$ cat config.mk
export PLATFORM = sky130hd
export DESIGN_NAME = flash_erase_block_control
export DESIGN_NICKNAME = d
export VERILOG_FILES = /design/src/design/flash_erase_pkg.sv /design/src/design/flash_erase_block_control.sv /design/src/design/erase_range_decode.sv
export VERILOG_INCLUDE_DIRS = /design/src /design/src/design
export SDC_FILE = /design/constraint.sdc
export NUM_CORES = 1
export LEC_CHECK = 0
export BUFFER_PORTS_ARGS = -buffer_cell sky130_fd_sc_hd__buf_4
export CAP_MARGIN = 30
export CORE_UTILIZATION = 55
export CTS_CLUSTER_DIAMETER = 30
export CTS_CLUSTER_SIZE = 14
export DETAILED_ROUTE_END_ITERATION = 7
export GPL_TIMING_DRIVEN = 0
export PLACE_DENSITY = 0.87
export SETUP_SLACK_MARGIN = 0.4
export SLEW_MARGIN = 10
export SYNTH_ARGS = -nofsm -noshare
export SYNTH_HDL_FRONTEND = slang
export SYNTH_HIERARCHICAL = 1
export SYNTH_SLANG_ARGS = --single-unit
$ cat constraint.sdc
create_clock -name mclk -period 8.1 [get_ports mclk]
set_input_delay 0.405 -clock mclk [delete_from_list [all_inputs] [get_ports mclk]]
set_output_delay 0.405 -clock mclk [all_outputs]
set_load 0.03 [all_outputs]
$ cat src/design/flash_erase_map.svh
// Purpose: register offsets, field positions and reset values of the flash erase block control.
// Assumes: APB with 32-bit data, one aligned word per register.
// Notes: definitions only.
`ifndef FLASH_ERASE_MAP_SVH
`define FLASH_ERASE_MAP_SVH

`define OFS_FLASH_CONTROL 12'h000
`define OFS_FLASH_STATUS 12'h004
`define OFS_EBS_LOW 12'h008
`define OFS_EBS_HIGH 12'h00c
`define OFS_IRQ_STATUS 12'h010
`define OFS_IRQ_MASK 12'h014

`define BIT_SWE 0
`define BIT_ESU 1
`define BIT_PSU 2
`define BIT_EV 3
`define BIT_PV 4
`define BIT_PEXEC 5
`define BIT_EEXEC 6
`define BIT_ERROR_FLAG 7

`define RST_BYTE 8'h00
`define RST_WORD 32'h0000_0000
`define BLOCK_SIZE 24'h00_1000
`define BLOCK_LAST 24'h00_0fff

`define IRQ_ERROR 0
`define IRQ_AUTOCLR 1
`define IRQ_WPCHG 2
`define IRQ_W 3

`endif

$ cat src/design/flash_erase_pkg.sv
// Purpose: types shared by the flash erase block control.
// Assumes: map header supplies the numbers.
// Notes: none.
`include "flash_erase_map.svh"
package flash_erase_pkg;
  typedef struct packed {
    logic [11:0] paddr;
    logic psel;
    logic penable;
    logic pwrite;
    logic [31:0] pwdata;
  } apb_req_s;

  typedef struct packed {
    logic [31:0] prdata;
    logic pready;
    logic pslverr;
  } apb_rsp_s;

  typedef struct packed {
    logic sel_valid;
    logic [23:0] start_addr;
    logic [23:0] end_addr;
  } erase_range_s;
endpackage

$ cat src/design/flash_erase_block_control.sv
// Purpose: flash program/erase control, status and erase block select registers on APB.
// Assumes: synchronous inputs; standby arrives as a request level.
// Notes: reads answer with pready in the access cycle, no wait states.
// Function
// - Error flag, status bit 7, sets on error protection entry.
// - Status bits 6 to 0 always read zero.
// - Low erase select forced zero while write protect is high.
// - Low erase select forced zero while software write enable is zero.
// - Several bits set across both erase selects clears both registers.
// - Low select bit n erases 4 KB block at n times 0x1000.
// - Control, error flag and erase selects cleared by reset and standby; interrupt status and mask by reset only.
// - In user mode write protect may toggle at any time.
//
// The register addresses and the APB slave port were decided locally.
`timescale 1ns/1ps
`include "flash_erase_map.svh"
module flash_erase_block_control #(
  parameter int HIGH_BITS = 8
) (
  input wire logic mclk,
  input wire logic reset,
  input flash_erase_pkg::apb_req_s apb_req,
  output flash_erase_pkg::apb_rsp_s apb_rsp,
  input wire logic flash_write_protect_input,
  input wire logic error_protect_event,
  input wire logic standby_req,
  output logic [7:0] control_bits,
  output logic [7:0] erase_block_select_low,
  output logic [HIGH_BITS-1:0] erase_block_select_high,
  output flash_erase_pkg::erase_range_s erase_range,
  output logic irq
);
  import flash_erase_pkg::*;

  // Block addresses must stay inside the 24-bit range field
  if (HIGH_BITS < 1 || HIGH_BITS > 24) begin : g_bad_high_bits
    $error("HIGH_BITS out of range");
  end

  localparam int NSEL = 8 + HIGH_BITS;

  logic [7:0] flash_control_r;
  logic [7:0] flash_control_nxt;
  logic flash_error_flag_r;
  logic [7:0] ebs_low_r;
  logic [7:0] ebs_low_nxt;
  logic [HIGH_BITS-1:0] ebs_high_r;
  logic [HIGH_BITS-1:0] ebs_high_nxt;
  logic [`IRQ_W-1:0] irq_status_r;
  logic [`IRQ_W-1:0] irq_status_nxt;
  logic [`IRQ_W-1:0] irq_mask_r;
  logic wp_prev_r;
  logic [31:0] prdata_r;
  logic pready_r;
  logic pslverr_r;
  logic irq_r;
  erase_range_s range_r;

  function automatic logic multi_bits(input logic [NSEL-1:0] v);
    return (v & (v - 1'b1)) != '0;
  endfunction

  wire logic setup_phase;
  wire logic wr_en;
  wire logic rd_en;
  wire logic hit_ctrl;
  wire logic hit_stat;
  wire logic hit_low;
  wire logic hit_high;
  wire logic hit_isr;
  wire logic hit_mask;
  wire logic hit_any;
  wire logic software_write_enable;
  wire logic clr_selects;
  wire logic autoclr;
  wire logic wp_change;
  wire logic [NSEL-1:0] sel_written;
  wire logic [7:0] low_written;
  wire logic [HIGH_BITS-1:0] high_written;
  wire logic [7:0] status_byte;
  wire logic [31:0] rd_word;
  wire logic [`IRQ_W-1:0] events;
  wire logic isr_read;
  erase_range_s range_w;

  // One cycle setup; answer is presented during the access phase
  assign setup_phase = apb_req.psel && !apb_req.penable;
  assign wr_en = setup_phase && apb_req.pwrite;
  assign rd_en = setup_phase && !apb_req.pwrite;

  assign hit_ctrl = apb_req.paddr == `OFS_FLASH_CONTROL;
  assign hit_stat = apb_req.paddr == `OFS_FLASH_STATUS;
  assign hit_low = apb_req.paddr == `OFS_EBS_LOW;
  assign hit_high = apb_req.paddr == `OFS_EBS_HIGH;
  assign hit_isr = apb_req.paddr == `OFS_IRQ_STATUS;
  assign hit_mask = apb_req.paddr == `OFS_IRQ_MASK;
  assign hit_any = hit_ctrl || hit_stat || hit_low || hit_high || hit_isr || hit_mask;

  assign software_write_enable = flash_control_r[`BIT_SWE];

  assign status_byte = {flash_error_flag_r, 7'h00};

  wire logic [31:0] rd_ctrl;
  wire logic [31:0] rd_stat;
  wire logic [31:0] rd_low;
  wire logic [31:0] rd_high;
  wire logic [31:0] rd_isr;
  wire logic [31:0] rd_mask;
  assign rd_ctrl = {24'h00_0000, flash_control_r};
  assign rd_stat = {24'h00_0000, status_byte};
  assign rd_low = {24'h00_0000, ebs_low_r};
  assign rd_high = 32'(ebs_high_r);
  assign rd_isr = 32'(irq_status_r);
  assign rd_mask = 32'(irq_mask_r);

  assign rd_word = hit_ctrl ? rd_ctrl :
                   hit_stat ? rd_stat :
                   hit_low ? rd_low :
                   hit_high ? rd_high :
                   hit_isr ? rd_isr :
                   hit_mask ? rd_mask : `RST_WORD;

  // Erase selections candidate after this cycle's write
  assign low_written = (wr_en && hit_low) ? apb_req.pwdata[7:0] : ebs_low_r;
  assign high_written = (wr_en && hit_high) ? apb_req.pwdata[HIGH_BITS-1:0] : ebs_high_r;
  assign sel_written = {high_written, low_written};

  assign autoclr = multi_bits(sel_written);
  assign clr_selects = flash_write_protect_input || !software_write_enable;

  assign wp_change = flash_write_protect_input != wp_prev_r;
  assign events[`IRQ_ERROR] = error_protect_event && !flash_error_flag_r;
  assign events[`IRQ_AUTOCLR] = autoclr && !clr_selects;
  assign events[`IRQ_WPCHG] = wp_change;
  assign isr_read = rd_en && hit_isr;

  always_comb begin
    flash_control_nxt = flash_control_r;
    if (wr_en && hit_ctrl) begin
      flash_control_nxt = apb_req.pwdata[7:0];
    end
    ebs_low_nxt = low_written;
    ebs_high_nxt = high_written;
    if (autoclr) begin
      ebs_low_nxt = `RST_BYTE;
      ebs_high_nxt = '0;
    end
    if (clr_selects) begin
      ebs_low_nxt = `RST_BYTE;
    end
    // Set wins over the clear on read
    irq_status_nxt = (isr_read ? '0 : irq_status_r) | events;
  end

  erase_range_decode #(
    .NBITS(NSEL)
  ) u_decode (
    .sel({ebs_high_r, ebs_low_r}),
    .range(range_w)
  );

  always_ff @(posedge mclk) begin
    if (reset || standby_req) begin
      flash_control_r <= `RST_BYTE;
      flash_error_flag_r <= 1'b0;
      ebs_low_r <= `RST_BYTE;
      ebs_high_r <= '0;
    end else begin
      flash_control_r <= flash_control_nxt;
      ebs_low_r <= ebs_low_nxt;
      ebs_high_r <= ebs_high_nxt;
      if (error_protect_event) begin
        flash_error_flag_r <= 1'b1;
      end
    end
  end

  always_ff @(posedge mclk) begin
    if (reset) begin
      irq_status_r <= '0;
      irq_mask_r <= '0;
      wp_prev_r <= 1'b1;
      irq_r <= 1'b0;
      range_r <= '0;
    end else begin
      irq_status_r <= irq_status_nxt;
      if (wr_en && hit_mask) begin
        irq_mask_r <= apb_req.pwdata[`IRQ_W-1:0];
      end
      wp_prev_r <= flash_write_protect_input;
      irq_r <= |(irq_status_nxt & irq_mask_r);
      range_r <= range_w;
    end
  end

  always_ff @(posedge mclk) begin
    if (reset) begin
      prdata_r <= `RST_WORD;
      pready_r <= 1'b0;
      pslverr_r <= 1'b0;
    end else begin
      pready_r <= setup_phase;
      pslverr_r <= setup_phase && !hit_any;
      prdata_r <= rd_en ? rd_word : `RST_WORD;
    end
  end

  assign apb_rsp.prdata = prdata_r;
  assign apb_rsp.pready = pready_r;
  assign apb_rsp.pslverr = pslverr_r;
  assign control_bits = flash_control_r;
  assign erase_block_select_low = ebs_low_r;
  assign erase_block_select_high = ebs_high_r;
  assign erase_range = range_r;
  assign irq = irq_r;
endmodule

$ cat src/design/erase_range_decode.sv
// Purpose: turns a one-hot erase block selection into an address range.
// Assumes: at most one bit set; zero or several give no valid range.
// Notes: high-register blocks follow the low ones, in order.
`timescale 1ns/1ps
`include "flash_erase_map.svh"
module erase_range_decode #(
  parameter int NBITS = 16
) (
  input wire logic [NBITS-1:0] sel,
  output flash_erase_pkg::erase_range_s range
);
  import flash_erase_pkg::*;

  function automatic logic [23:0] block_base(input logic [NBITS-1:0] s);
    logic [23:0] b;
    b = 24'h00_0000;
    for (int i = 0; i < NBITS; i++) begin
      if (s[i]) begin
        b = 24'(i) * `BLOCK_SIZE;
      end
    end
    return b;
  endfunction

  wire logic one_hot;
  wire logic [23:0] base;
  assign one_hot = (sel != '0) && ((sel & (sel - 1'b1)) == '0);
  assign base = block_base(sel);
  assign range.sel_valid = one_hot;
  assign range.start_addr = base;
  assign range.end_addr = base + `BLOCK_LAST;
endmodule

# After elaboration in Yosys (flattened, before gate mapping)
# Index checks and enable logic that the tools add are counted.
[word_totals]
register_bits = 116
output_inout_bits = 108
elab_cells = 87
[classes]
n_addsub = 3
n_eq_ne = 6
n_mux = 24
n_bitwise = 5
reduce_logical = 34
[op_table]
columns = ["cell", "count"]
rows = [
  ["$mux 16", 8],
  ["$mux 15", 4],
  ["$mux 8", 6],
  ["$and 16x16->16", 2],
  ["$reduce_bool 16->1", 2],
  ["$sub 16x1->16 const B", 2],
  ["$mux 14", 2],
  ["$eq 12x4->1 const B", 2],
  ["$eq 12x5->1 const B", 2],
  ["$add 16x12->17 const B", 1],
  ["$logic_not 16->1", 1],
  ["$mux 13", 1],
  ["$eq 12x3->1 const B", 1],
  ["$logic_and 1x1->1", 12],
  ["$logic_not 12->1", 1],
  ["$mux 3", 3],
  ["$logic_or 1x1->1", 7],
  ["$reduce_or 7->1", 1],
  ["$logic_not 1->1", 6],
  ["$reduce_or 3->1", 2],
  ["$reduce_or 2->1", 2],
  ["$and 3x3->3", 1],
  ["$or 3x3->3", 1],
  ["$ne 1x1->1", 1],
  ["$not 1->1", 1],
]

# Logic depth before layout (Yosys ltp)
# Gate-level depths: netlist (run 1).
[logic_depth]
ltp_word = 16
mapped_depth = 11
depth_no_buf = 7

# Modules after synthesis
# Netlist (run 1), hierarchy kept.
[modules_own_cells]
columns = ["module", "instances", "cells_each", "area_each_um2", "seq_area_each_um2"]
rows = [
  ["flash_erase_block_control", 1, 418, 3821.2, 1841.8],
  ["erase_range_decode", 1, 94, 658.1, 0.0],
]

# Worst setup path after synthesis (run 1)
# No wires, ideal clock.
[synth_path]
path_type = "input -> register"
start = "input port apb_req[0] in the netlist's numbering"
end = "register ebs_low_r[5], in the netlist erase_block_select_low[5]"
setup_ns = 0.074
t_arrival_ns = 3.117
path_slack_ns = 4.909
path_stages = 11
path_buffers = 4
cell_sequence = "buf_2 -> or2_1 -> clkbuf_1 -> or4_1 -> or4_4 -> a211o_1 -> a32oi_1 -> or4b_1 -> buf_6 -> buf_8 -> nor3_4"
[synth_between]
elab_chain_cells = 5
elab_cells_between_ends = 6
classes_between = "1 x add/sub; 2 x mux; 1 x bitwise; 2 x reduce/logical"
[synth_lines]
columns = ["element", "line_no", "rtl"]
rows = [
  ["start: declaration", "flash_erase_block_control.sv:22", "input flash_erase_pkg::apb_req_s apb_req,"],
  ["$mux 8, on equally long branches", "flash_erase_block_control.sv:124, flash_erase_block_control.sv:125", ""],
  ["$sub 16x1->16", "flash_erase_block_control.sv:60", "return (v & (v - 1'b1)) != '0;"],
  ["$and 16x16->16 *", "flash_erase_block_control.sv:60", ""],
  ["$reduce_bool 16->1 *", "flash_erase_block_control.sv:60", ""],
  ["$reduce_or 3->1 (no source line) *", "--", ""],
  ["end signal: assignment", "flash_erase_block_control.sv:166", "ebs_low_r <= `RST_BYTE;"],
  ["end signal: assignment", "flash_erase_block_control.sv:170", "ebs_low_r <= ebs_low_nxt;"],
  ["end: declaration", "flash_erase_block_control.sv:45", "logic [7:0] ebs_low_r;"],
]
# Mark *: on every way between the ends. The rest lies on a longest branch, timed or not.
# A chain may end at the register's enable or synchronous reset.

# Worst setup path in the final report (run 1)
[layout_path]
start = "input port apb_req[42] in the netlist's numbering"
end = "register ebs_low_r[5], in the netlist erase_block_select_low[5]"
[layout_between]
elab_chain_cells = 7
elab_cells_between_ends = 10
classes_between = "1 x add/sub; 2 x eq/ne; 2 x mux; 1 x bitwise; 4 x reduce/logical"
[layout_lines]
columns = ["element", "line_no"]
rows = [
  ["$eq 12x4->1 (no source line)", "--"],
  ["$logic_and 1x1->1, on equally long branches", "flash_erase_block_control.sv:124, flash_erase_block_control.sv:125"],
  ["$mux 8, on equally long branches", "flash_erase_block_control.sv:124, flash_erase_block_control.sv:125"],
  ["$sub 16x1->16", "flash_erase_block_control.sv:60"],
  ["$and 16x16->16", "flash_erase_block_control.sv:60"],
  ["$reduce_bool 16->1", "flash_erase_block_control.sv:60"],
  ["$reduce_or 3->1 (no source line)", "--"],
]
# Several ways; a longest one is shown, not always the timed one.

==> summary.txt, run 1 <==
Place
  – IO buf count: around 110
  – GP Congestion: 0.902
  – DP Worst Slack: 4.55 ns
  – DP HPWL: 8510 um
  – Cell count after placement: 782

Floorplan
  – Die Ht: 92.2 um
  – DIE AREA: 8510 um^2
  – Initial Util: 57.4%
  – Core area: 7810 um^2
  – Io pins: 160
  – Die X: around 90 um
  – Rows: 32

Drt
  – First-pass DRT Iterations: 8
  – Via count: 4129
  – Wire per inst: 14.7 um
  – Drt drc: 0
  – Initial DRC Count: 429
  – Highest layer used for signal routing: met4
  – DR WL met3: 1120 um
  – Via density: around 5.2
  – Met2 WL post-DR: 5620 um
  – Metal1 wirelength: about 4700 um
  – Total Wirelength: 11700 um
  – Antenna Nets Post-Route: 0

GRT
  – Vias in the first global route: 3752
  – Largest net degree at the start of global routing: 19
  – Gr usage total: 28.5%
  – Antenna violations before repair: 0
  – Gr ovfl total: 0
  – First-pass GRT wire length: between 15000 and 20000 um

Worst setup path
  – Slowest-stage cell, CP: or4_4
  – Critical path cell sequence: buf_4 > nor4_1 > nand3_1 > or4_4 > a211o_1 > a32oi_1 > or4b_1 > buf_6 > buf_8 > nor3_4
  – WS Path Type: primary input to register
  – Required @ worst endpoint: 8.39 ns
  – Reg-to-reg startpoint: erase_block_select_low[2]$_SDFF_PP0_
  – Max FO, Critical Path: 10
  – Critical Path AT: 3.50 ns
  – Nature of the critical path endpoint: register
  – Worst path top cell family by delay: simple AND/OR/NAND/NOR gates
  – Max incr delay on CP: 0.61 ns
  – CP Launch Point: apb_req[42]
  – CP bufs+invs: 3
  – Startpoint types: primary input

Logic synthesis
  – Synthesized cell area: 4480 um^2
  – Yosys warns: 6
  – Seq/Total Area, Yosys: between 40 and 50%
  – Post-synth ARST share: 0%
  – Most used DFF post-synth: dfxtp_1
  – Synth Instances: approximately 500
  – FF+latch count, synth: 92
  – Syn avg cell area: 8.75 um^2
  – Cell variety after synth: 61
  – Post-synth EDFFs: 0

STA
  – Setup TNS: 0 ns
  – Setup violators final: 0
  – Final slew viol count: 0
  – Fin Hold WS: 0.254 ns
  – Tcrit/Tclk final: 39.6%
  – Min Tclk post-route: 3.21 ns
  – RSZ-0062 raised after global routing: false
  – Actual slew at the worst max-slew pin: 0.760 ns
  – Max frequency: between 0.3 and 0.4 GHz
  – Worst setup margin: 4.89 ns
  – Slew HR: 49.3%
  – Fin Clk Skew: ~0.012 ns
  – Hold Vio Cnt, Final: 0

Layout
  – Layout Cells excl Fill: ~800
  – Finished Core Util: 74.7%
  – Most frequent cells in the layout: buf_4 (178), dfxtp_1 (92), conb_1 (64)
  – Most common cell after layout, fill and taps aside: buf_4
  – Fill count: 585
  – Fraction of layout cells with a size suffix above 1: between 30% and 40%
  – Multi-input gate area: about 2200 um^2
  – Final layout net count: 743
  – Area growth syn-to-layout: 30.2%
  – # diodes: 0
  – FF+latch area: 1840 um^2

CTS
  – Skew-Pair Late Insertion Delay: ~0.37 ns
  – H-tree Lvls: 3
  – TritonCTS Sinks: 92
  – Clock Tree Buf Depth: 2
  – Setup bufs post-CTS: 0
  – Clk slew on worst S/H paths: 0.10 ns
  – Root buf cell: clkbuf_8
  – # hold bufs at CTS: 0
  – CTS Buf Count: 9
  – Post-cts sizing count: 0
  – CTS tree: done

Power
  – Power density cells: 154 nW/um^2
  – Lkg Pwr: 2.69 nW
  – Largest vdd supply drop: between 0.1 and 0.15 mV

Status
  – Status: finished, final reports clean

Hold path
  – Tightest Hold Check Type: primary input to register
  – Hold_sp: flash_write_protect_input

Job
  – Max Cap Viol: 0
[area by class of cell]
| class | count | share of cell area, % |
|---|---|---|
| multi-input cells | 378 | 37.6 |
| flip-flops and latches | 92 | 31.6 |
| repair buffers | 107 | 13.8 |
| plain buffers | 95 | 11.0 |
| well taps | 102 | 2.19 |
| clock buffers | 9 | 2.12 |
| clock inverters | 7 | 1.20 |
| inverters | 8 | 0.515 |
[registers in the layout, summed over array words and instances (netlist names)]
signal and count:
irq_mask_r 3, erase_block_select_low 8, erase_range 49, prdata_r 8
erase_block_select_high 8, flash_error_flag_r 1, pready_r 1, irq_status_r 3
wp_prev_r 1, irq 1, pslverr_r 1, control_bits 8
[power by group]
part | switching [mW] | internal [mW]
Sequential | 0.00394 | 0.464
Combinational | 0.0757 | 0.0550
Clock | 0.179 | 0.119
Total | 0.258 | 0.639
[through the flow]
step | cell area (um^2) | power [mW]
6_report | 5830 | 0.897
3_3_place_gp | 5640 | 0.606
4_1_cts | 5830 | 0.897
5_1_grt | 5830 | 0.932
3_5_place_dp | 5640 | 0.607
2_1_floorplan | 4710 | 0.569
[synthesized netlist by cell type (4+ instances only)]
library cell  number  area share (%)
a211oi_1           5            0.84
a21oi_1           32             3.6
a31oi_1            4            0.56
buf_4             71              12
clkbuf_1          18             1.5
dfxtp_1           92              41
inv_1              8            0.67
maj3_1             4            0.89
mux2i_1           19             4.2
nand2_1           36             3.0
nand3_1           16             1.8
nand4_1            4            0.56
nor2_1            32             2.7
nor2b_1           54             7.5
nor3_1            13             1.5
nor4_1             7            0.98
o21ai_0           13             1.5
o22ai_1            4            0.56
o31ai_1            5            0.84
or2_2              6            0.84
or3_1              6            0.84
[cells by family after synthesis]
family | Yosys count | share of synthesized area [%]
AOI/OAI and AO/OA | 90 | 13.2
xor gates and xnor gates | 1 | 0.196
adders and majority gates | 4 | 0.894
buffers and inverters | 103 | 15.1
DFF | 92 | 41.1
muxes | 21 | 4.75
other | 3 | 0.251
and+or+nand+nor | 198 | 24.6
[layer usage]
layer | global-route usage, % | up-vias
met5 | 0 | -
met4 | 12.0 | 0
met3 | 6.05 | 32
met2 | 47.3 | 244
met1 | 35.8 | 1852
li1 | - | 2001
[worst paths after layout]
kind	endpoint	slack, ns	depth (start not counted)
setup / recovery	erase_block_select_low[5]$_SDFF_PP0_	4.89	10
hold reg to reg	control_bits[2]$_SDFFE_PP0P_	0.49	2
setup reg to reg	erase_block_select_low[5]$_SDFF_PP0_	4.97	9
hold / removal	wp_prev_r$_SDFF_PP1_	0.25	2
No activity file was read; power rests on OpenSTA's default activity.
==> inputs of run 2 (changes only) <==
--- a/config.mk
+++ b/config.mk
@@ -6,14 +6,15 @@
 export SDC_FILE = /design/constraint.sdc
 export NUM_CORES = 1
 export LEC_CHECK = 0
+export ABC_AREA = 1
 export BUFFER_PORTS_ARGS = -buffer_cell sky130_fd_sc_hd__buf_4
 export CAP_MARGIN = 30
-export CORE_UTILIZATION = 55
+export CORE_UTILIZATION = 47
 export CTS_CLUSTER_DIAMETER = 30
 export CTS_CLUSTER_SIZE = 14
 export DETAILED_ROUTE_END_ITERATION = 7
 export GPL_TIMING_DRIVEN = 0
-export PLACE_DENSITY = 0.87
+export PLACE_DENSITY = 0.79
 export SETUP_SLACK_MARGIN = 0.4
 export SLEW_MARGIN = 10
 export SYNTH_ARGS = -nofsm -noshare
==> constraint.sdc (replaced) <==
create_clock -name mclk -period 2.8 [get_ports mclk]
set_input_delay 0.14 -clock mclk [delete_from_list [all_inputs] [get_ports mclk]]
set_output_delay 0.14 -clock mclk [all_outputs]
set_load 0.03 [all_outputs]
==> run 2 against run 1 <==
- sequential cell count unchanged
- cell count is 24% higher
- total power grew to 2.9 times the previous value
- critical path type unchanged
- die area increased by 20%
- worst hold slack worse by 0.22 ns
- synthesized cell count up 31%
==> summary.txt, run 2 <==
Status
  – Status: finished, final reports clean

Power
  – Lkg Pwr: 3.33 nW
  – Total Power: 2.61 mW
  – Largest vdd supply drop: 0.240 mV
  – Power density cells: roughly 430 nW/um^2

Drt
  – Total Wirelength: 11600 um
  – Antenna Nets Post-Route: 0
  – Via density: about 4.5
  – Wire per inst: around 12 um
  – Drt drc: 0
  – First-pass DRT Iterations: 5
  – Initial DRC Count: 334
  – Via count: about 4400

Worst setup path
  – Max FO, Critical Path: 10
  – Critical path cell sequence: buf_4 > inv_1 > nand2_1 > nor2_2 > buf_2 > nand4_1 > nand2_1 > nand2_1 > nor2_1 > nand2_2 > o21bai_1 > nand2_1 > nor2_1 > nand3_2 > nor2_4 > inv_2 > nor2_1
  – Worst path top cell family by delay: simple AND/OR/NAND/NOR gates
  – Nature of the critical path endpoint: register
  – Critical Path AT: 2.36 ns
  – Max incr delay on CP: roughly 0.28 ns
  – R2R Setup Slk: 0.78 ns
  – WS Path Type: primary input to register
  – Slowest-stage cell, CP: buf_2
  – CP bufs+invs: 4
  – CP Launch Point: apb_req[33]
  – Required @ worst endpoint: 3.07 ns
  – CP most frequent cell: nand2_1
  – Reg-to-reg startpoint: erase_block_select_low[5]$_SDFF_PP0_
  – Startpoint types: primary input

CTS
  – CTS Buf Count: 9
  – # hold bufs at CTS: 1
  – H-tree Lvls: 3
  – Root buf cell: clkbuf_8
  – Clock Tree Buf Depth: 2
  – Clk slew on worst S/H paths: 0.09 ns
  – TritonCTS Sinks: 92
  – CTS tree: done
  – Setup bufs post-CTS: 0
  – Post-cts sizing count: 0
  – Skew-Pair Late Insertion Delay: around 0.36 ns

STA
  – Final slew viol count: 0
  – Max frequency: about 0.48 GHz
  – Slew HR: between 60% and 70%
  – Fin Clk Skew: 0.0184 ns
  – Hold Vio Cnt, Final: 0
  – Min Tclk post-route: 2.09 ns
  – Actual slew at the worst max-slew pin: 0.533 ns
  – Setup TNS: 0 ns
  – Tcrit/Tclk final: around three quarters
  – Fin Hold WS: a little over 0.03 ns
  – RSZ-0062 raised after global routing: false
  – Setup violators final: 0

Floorplan
  – Rows: 35
  – Die Ht: 101 um
  – DIE AREA: 10200 um^2
  – Core area: between 9000 and 10000 um^2
  – Io pins: 160
  – Die X: 101 um
  – Initial Util: around half

Logic synthesis
  – Seq/Total Area, Yosys: 39.8%
  – Synthesized cell area: around 4600 um^2
  – Yosys warns: 6
  – Synth Instances: 670
  – Most numerous cell in the Yosys netlist: inv_1
  – Post-synth EDFFs: 0
  – Share of the synthesized area in the top cell type: between 30% and 40%
  – Post-synth ARST share: 0%
  – Syn avg cell area: 6.90 um^2
  – FF+latch count, synth: slightly above 90
  – Leading post-synthesis cells by cell area: dfxtp_1 (40%), buf_4 (12%), inv_1 (11%)
  – Cell variety after synth: 35
  – Synth top cells by count: inv_1 (133), nand2_1 (114), nor2_1 (111), dfxtp_1 (92), buf_4 (74)
  – Area leader, netlist: dfxtp_1
  – Most used DFF post-synth: dfxtp_1

Place
  – Area after DPL: 5850 um^2
  – DP HPWL: 9260 um
  – Cell count after placement: roughly 1000
  – IO buf count: around 110
  – GP Congestion: 0.920

Layout
  – Most frequent cells in the layout: buf_4 (185), inv_1 (133), nand2_1 (114)
  – Max reg flops: around 50
  – Layout Cells excl Fill: 987
  – Fraction of layout cells with a size suffix above 1: 26.8%
  – Fin area: 6050 um^2
  – Most common cell after layout, fill and taps aside: buf_4
  – Final layout net count: 906
  – Area growth syn-to-layout: 30.9%
  – # diodes: 0

Hold path
  – Hold_sp: error_protect_event
  – Tightest Hold Check Type: primary input to register

GRT
  – Antenna violations before repair: 0
  – First-pass GRT wire length: 18200 um
  – Largest net degree at the start of global routing: 17
  – Vias in the first global route: 3934
  – Gr usage total: 22.9%
  – Gr ovfl total: 0

Job
  – Max Cap Viol: 0
## run 2: cell count changes after synthesis, sizes merged, moves of 11 or more
cell / before / now
a21oi: 32 / 17
clkbuf: 18 / 5
inv: 8 / 134
mux2i: 19 / 0
nand2: 36 / 121
nand4: 4 / 19
nor2: 32 / 125
nor2b: 54 / 0
o21ai: 14 / 25
## run 2: path summary, 6_finish.rpt
check | end | depth (start not counted)
max | erase_block_select_high[6]$_SDFF_PP0_ | 17
min reg2reg | control_bits[7]$_SDFFE_PP0P_ | 2
max reg2reg | erase_block_select_high[6]$_SDFF_PP0_ | 13
min | flash_error_flag_r$_SDFFE_PP0P_ | 3
## run 2: tightest hold or removal path: cells and delay by family
family                 cells  cell delay [ns]
AND/OR/NAND/NOR            2             0.11
buffers and inverters      1             0.09
## run 2: power by group
part           switching (mW)  internal (mW)
sequential             0.0105           1.34
clock                   0.481          0.416
combinational           0.210          0.148
total                   0.701           1.91
## run 2: logic make-up after synthesis
group                     share of synthesized area, %
and+or+nand+nor                                   27.9
buffers and inverters                             23.8
DFF                                               39.8
AOI/OAI and AO/OA                                 7.96
other                                            0.244
xor gates and xnor gates                         0.189
## run 2: through the flow
step | setup slack, ns | utilization, %
final | 0.707 | 64.6
after global routing | 0.506 | 64.6
after CTS | 0.736 | 64.6
after detailed placement | 0.353 | 62.4
after global placement | 0.375 | 62.4
after floorplan | 0.996 | -
## run 2: final cells by class
| cell class | count | area (um^2) |
|---|---|---|
| Inverter | 134 | 503 |
| Sequential cell | 92 | 1840 |
| Multi-Input combinational cell | 422 | 1910 |
| Clock buffer | 9 | 124 |
| Tap cell | 129 | 161 |
| Buffer | 83 | 599 |
| Clock inverter | 6 | 71.3 |
| Fill cell | 883 | 3320 |
| Timing Repair Buffer | 112 | 843 |
## run 2: routing by layer
metal	track usage, %	up-vias	part of all wire (%)
met2	39.0	209	47
met4	7.02	0	1.6
li1	-	2261	-
met3	5.24	20	9.3
met1	28.9	1909	42
met5	0	-	0
==> inputs of run 3 (changes only) <==
==> constraint.sdc (replaced) <==
create_clock -name mclk -period 1.9 [get_ports mclk]
set_input_delay 0.095 -clock mclk [delete_from_list [all_inputs] [get_ports mclk]]
set_output_delay 0.095 -clock mclk [all_outputs]
set_load 0.03 [all_outputs]
==> run 3 against run 2 <==
- global-route usage rose by 4.0 points
- largest cell class unchanged
- critical path type unchanged
- wire length grew 26%
- the run now ends with setup timing left
- sequential power rose by 47%
- total power grew 48%
- via count grew 15%
- cell count up 7.4%
- register-to-register slack worse by 0.81 ns
- utilization increased by 12 points
- clock power up 45%
==> summary.txt, run 3 (synthesis gave the netlist of run 2 again) <==
Hold path
  – Min-Delay Path Depth: 4
  – Tightest Hold Check Type: primary input to register

Drt
  – Drt drc: 0
  – Wire per inst: ~14 um
  – Initial DRC Count: 346
  – Via count: between 5000 and 6000
  – Via density: 4.75
  – First-pass DRT Iterations: 6
  – Antenna Nets Post-Route: 0
  – Total Wirelength: 14500 um

CTS
  – Root buf cell: clkbuf_8
  – TritonCTS Sinks: 92
  – Skew-Pair Late Insertion Delay: between 0.3 and 0.4 ns
  – Clk slew on worst S/H paths: 0.10 ns
  – Clock Tree Buf Depth: 2
  – H-tree Lvls: 3
  – CTS Buf Count: 9
  – CTS tree: done

Floorplan
  – Initial Util: 49.3%
  – Die Ht: about 100 um
  – Rows: 35
  – Die X: between 100 and 150 um
  – Io pins: 160
  – DIE AREA: 10200 um^2
  – Core area: 9370 um^2

Layout
  – Most common cell after layout, fill and taps aside: buf_4
  – Final layout net count: 978
  – Layout Cells excl Fill: 1060
  – Fill count: 693
  – # diodes: 0
  – Fin area: slightly above 7000 um^2
  – Fraction of layout cells with a size suffix above 1: roughly 42%
  – Max reg flops: 49
  – Area growth syn-to-layout: 54.9%
  – Most frequent cells in the layout: buf_4 (232), inv_1 (116), nor2_1 (89)

Power
  – Lkg Pwr: ~3.8 nW
  – Largest vdd supply drop: 0.350 mV
  – Power density cells: 540 nW/um^2

GRT
  – First-pass GRT wire length: 21100 um
  – Largest net degree at the start of global routing: 19
  – Antenna violations before repair: 0
  – Vias in the first global route: 4566
  – Gr usage total: 26.9%
  – Gr ovfl total: 0

Place
  – DP HPWL: 9550 um
  – Area after DPL: just under 6000 um^2
  – IO buf count: 111
  – Cell count after placement: 971
  – GP Congestion: 0.943
  – DP Worst Slack: -0.374 ns

Worst setup path
  – Worst r2r path cells: 13
  – Nature of the critical path endpoint: register
  – Max FO, Critical Path: 8
  – Required @ worst endpoint: 2.21 ns
  – Critical Path AT: 2.24 ns
  – Startpoint types: primary input
  – WS Path Type: primary input to register

STA
  – RSZ-0062 raised after global routing: true
  – Tcrit/Tclk final: 102%
  – Min Tclk post-route: 1.93 ns
  – Fin Hold WS: 0.0266 ns
  – Setup violators final: 6
  – Actual slew at the worst max-slew pin: 0.502 ns
  – Hold Vio Cnt, Final: 0
  – Final slew viol count: 0
  – Fin Clk Skew: 0.0191 ns
  – Max frequency: approximately 0.52 GHz
  – Slew HR: 66.3%
  – Worst setup margin: -0.0296 ns

Status
  – Status: complete, but fails checks
  – Violated checks: setup timing

Job
  – Max Cap Viol: 0
## run 3: power breakdown
part	total, mW	internal [mW]	switching (mW)
logic	0.591	0.250	0.342
registers	1.98	1.96	0.0164
clock network	1.30	0.509	0.786
## run 3: worst max-delay path: stages
cell	delay, ns
buf_4	0.12
nor2_4	0.11
nand2_4	0.10
nor2_4	0.15
buf_6	0.13
nand4_1	0.15
nand2_4	0.12
nand2_4	0.06
nor2_4	0.17
nand2_2	0.09
o21bai_1	0.14
nand2_1	0.07
nor2_1	0.12
nand3_2	0.14
nor2_4	0.20
nand2_4	0.14
nor2_1	0.14
## run 3: per-stage QoR
step | power (mW) | setup TNS (ns) | util [%]
after floorplan | 2.41 | 0 | -
after global placement | 2.57 | -6.06 | 63.4
after detailed placement | 2.57 | -6.25 | 63.4
after CTS | 3.84 | 0 | 70.5
after global routing | 3.99 | -1.72 | 76.4
final | 3.87 | -0.103 | 76.4
## run 3: repair_timing
item	4_1_cts	5_1_grt
buffers inserted	37	29
setup endpoints to repair	24	44
endpoints found under the hold margin	4	0
gates resized for setup	55	93
hold buffers	4	0
gates cloned	2	1
pin swaps	39	56
## run 3: metal layers
metal	vias up	share of wire, %	global-route usage, %
met4	0	4.8	13.4
met3	72	9.0	4.76
li1	2414	-	-
met2	285	49	47.1
met1	2268	37	31.8
met5	-	0	0
## run 3: final cells by class
class                   count  area (um^2)  share of cell area, %
multi-input cells         422         2310                   32.2
flip-flops and latches     92         1890                   26.4
repair buffers            184         1470                   20.5
plain buffers              83          631                   8.81
inverters                 134          515                   7.20
well taps                 129          161                   2.25
clock buffers               9          124                   1.73
clock inverters             7         68.8                  0.961
## run 3: path summary, 6_finish.rpt
kind	startpoint	end	slack (ns)
max	apb_req[46]	erase_block_select_low[2]$_SDFF_PP0_	-0.03
min	apb_req[32]	prdata_r[6]$_SDFF_PP0_	0.03
max reg2reg	erase_block_select_low[0]$_SDFF_PP0_	erase_block_select_low[2]$_SDFF_PP0_	-0.03
min reg2reg	irq_status_r[2]$_SDFF_PP0_	irq_status_r[2]$_SDFF_PP0_	0.50
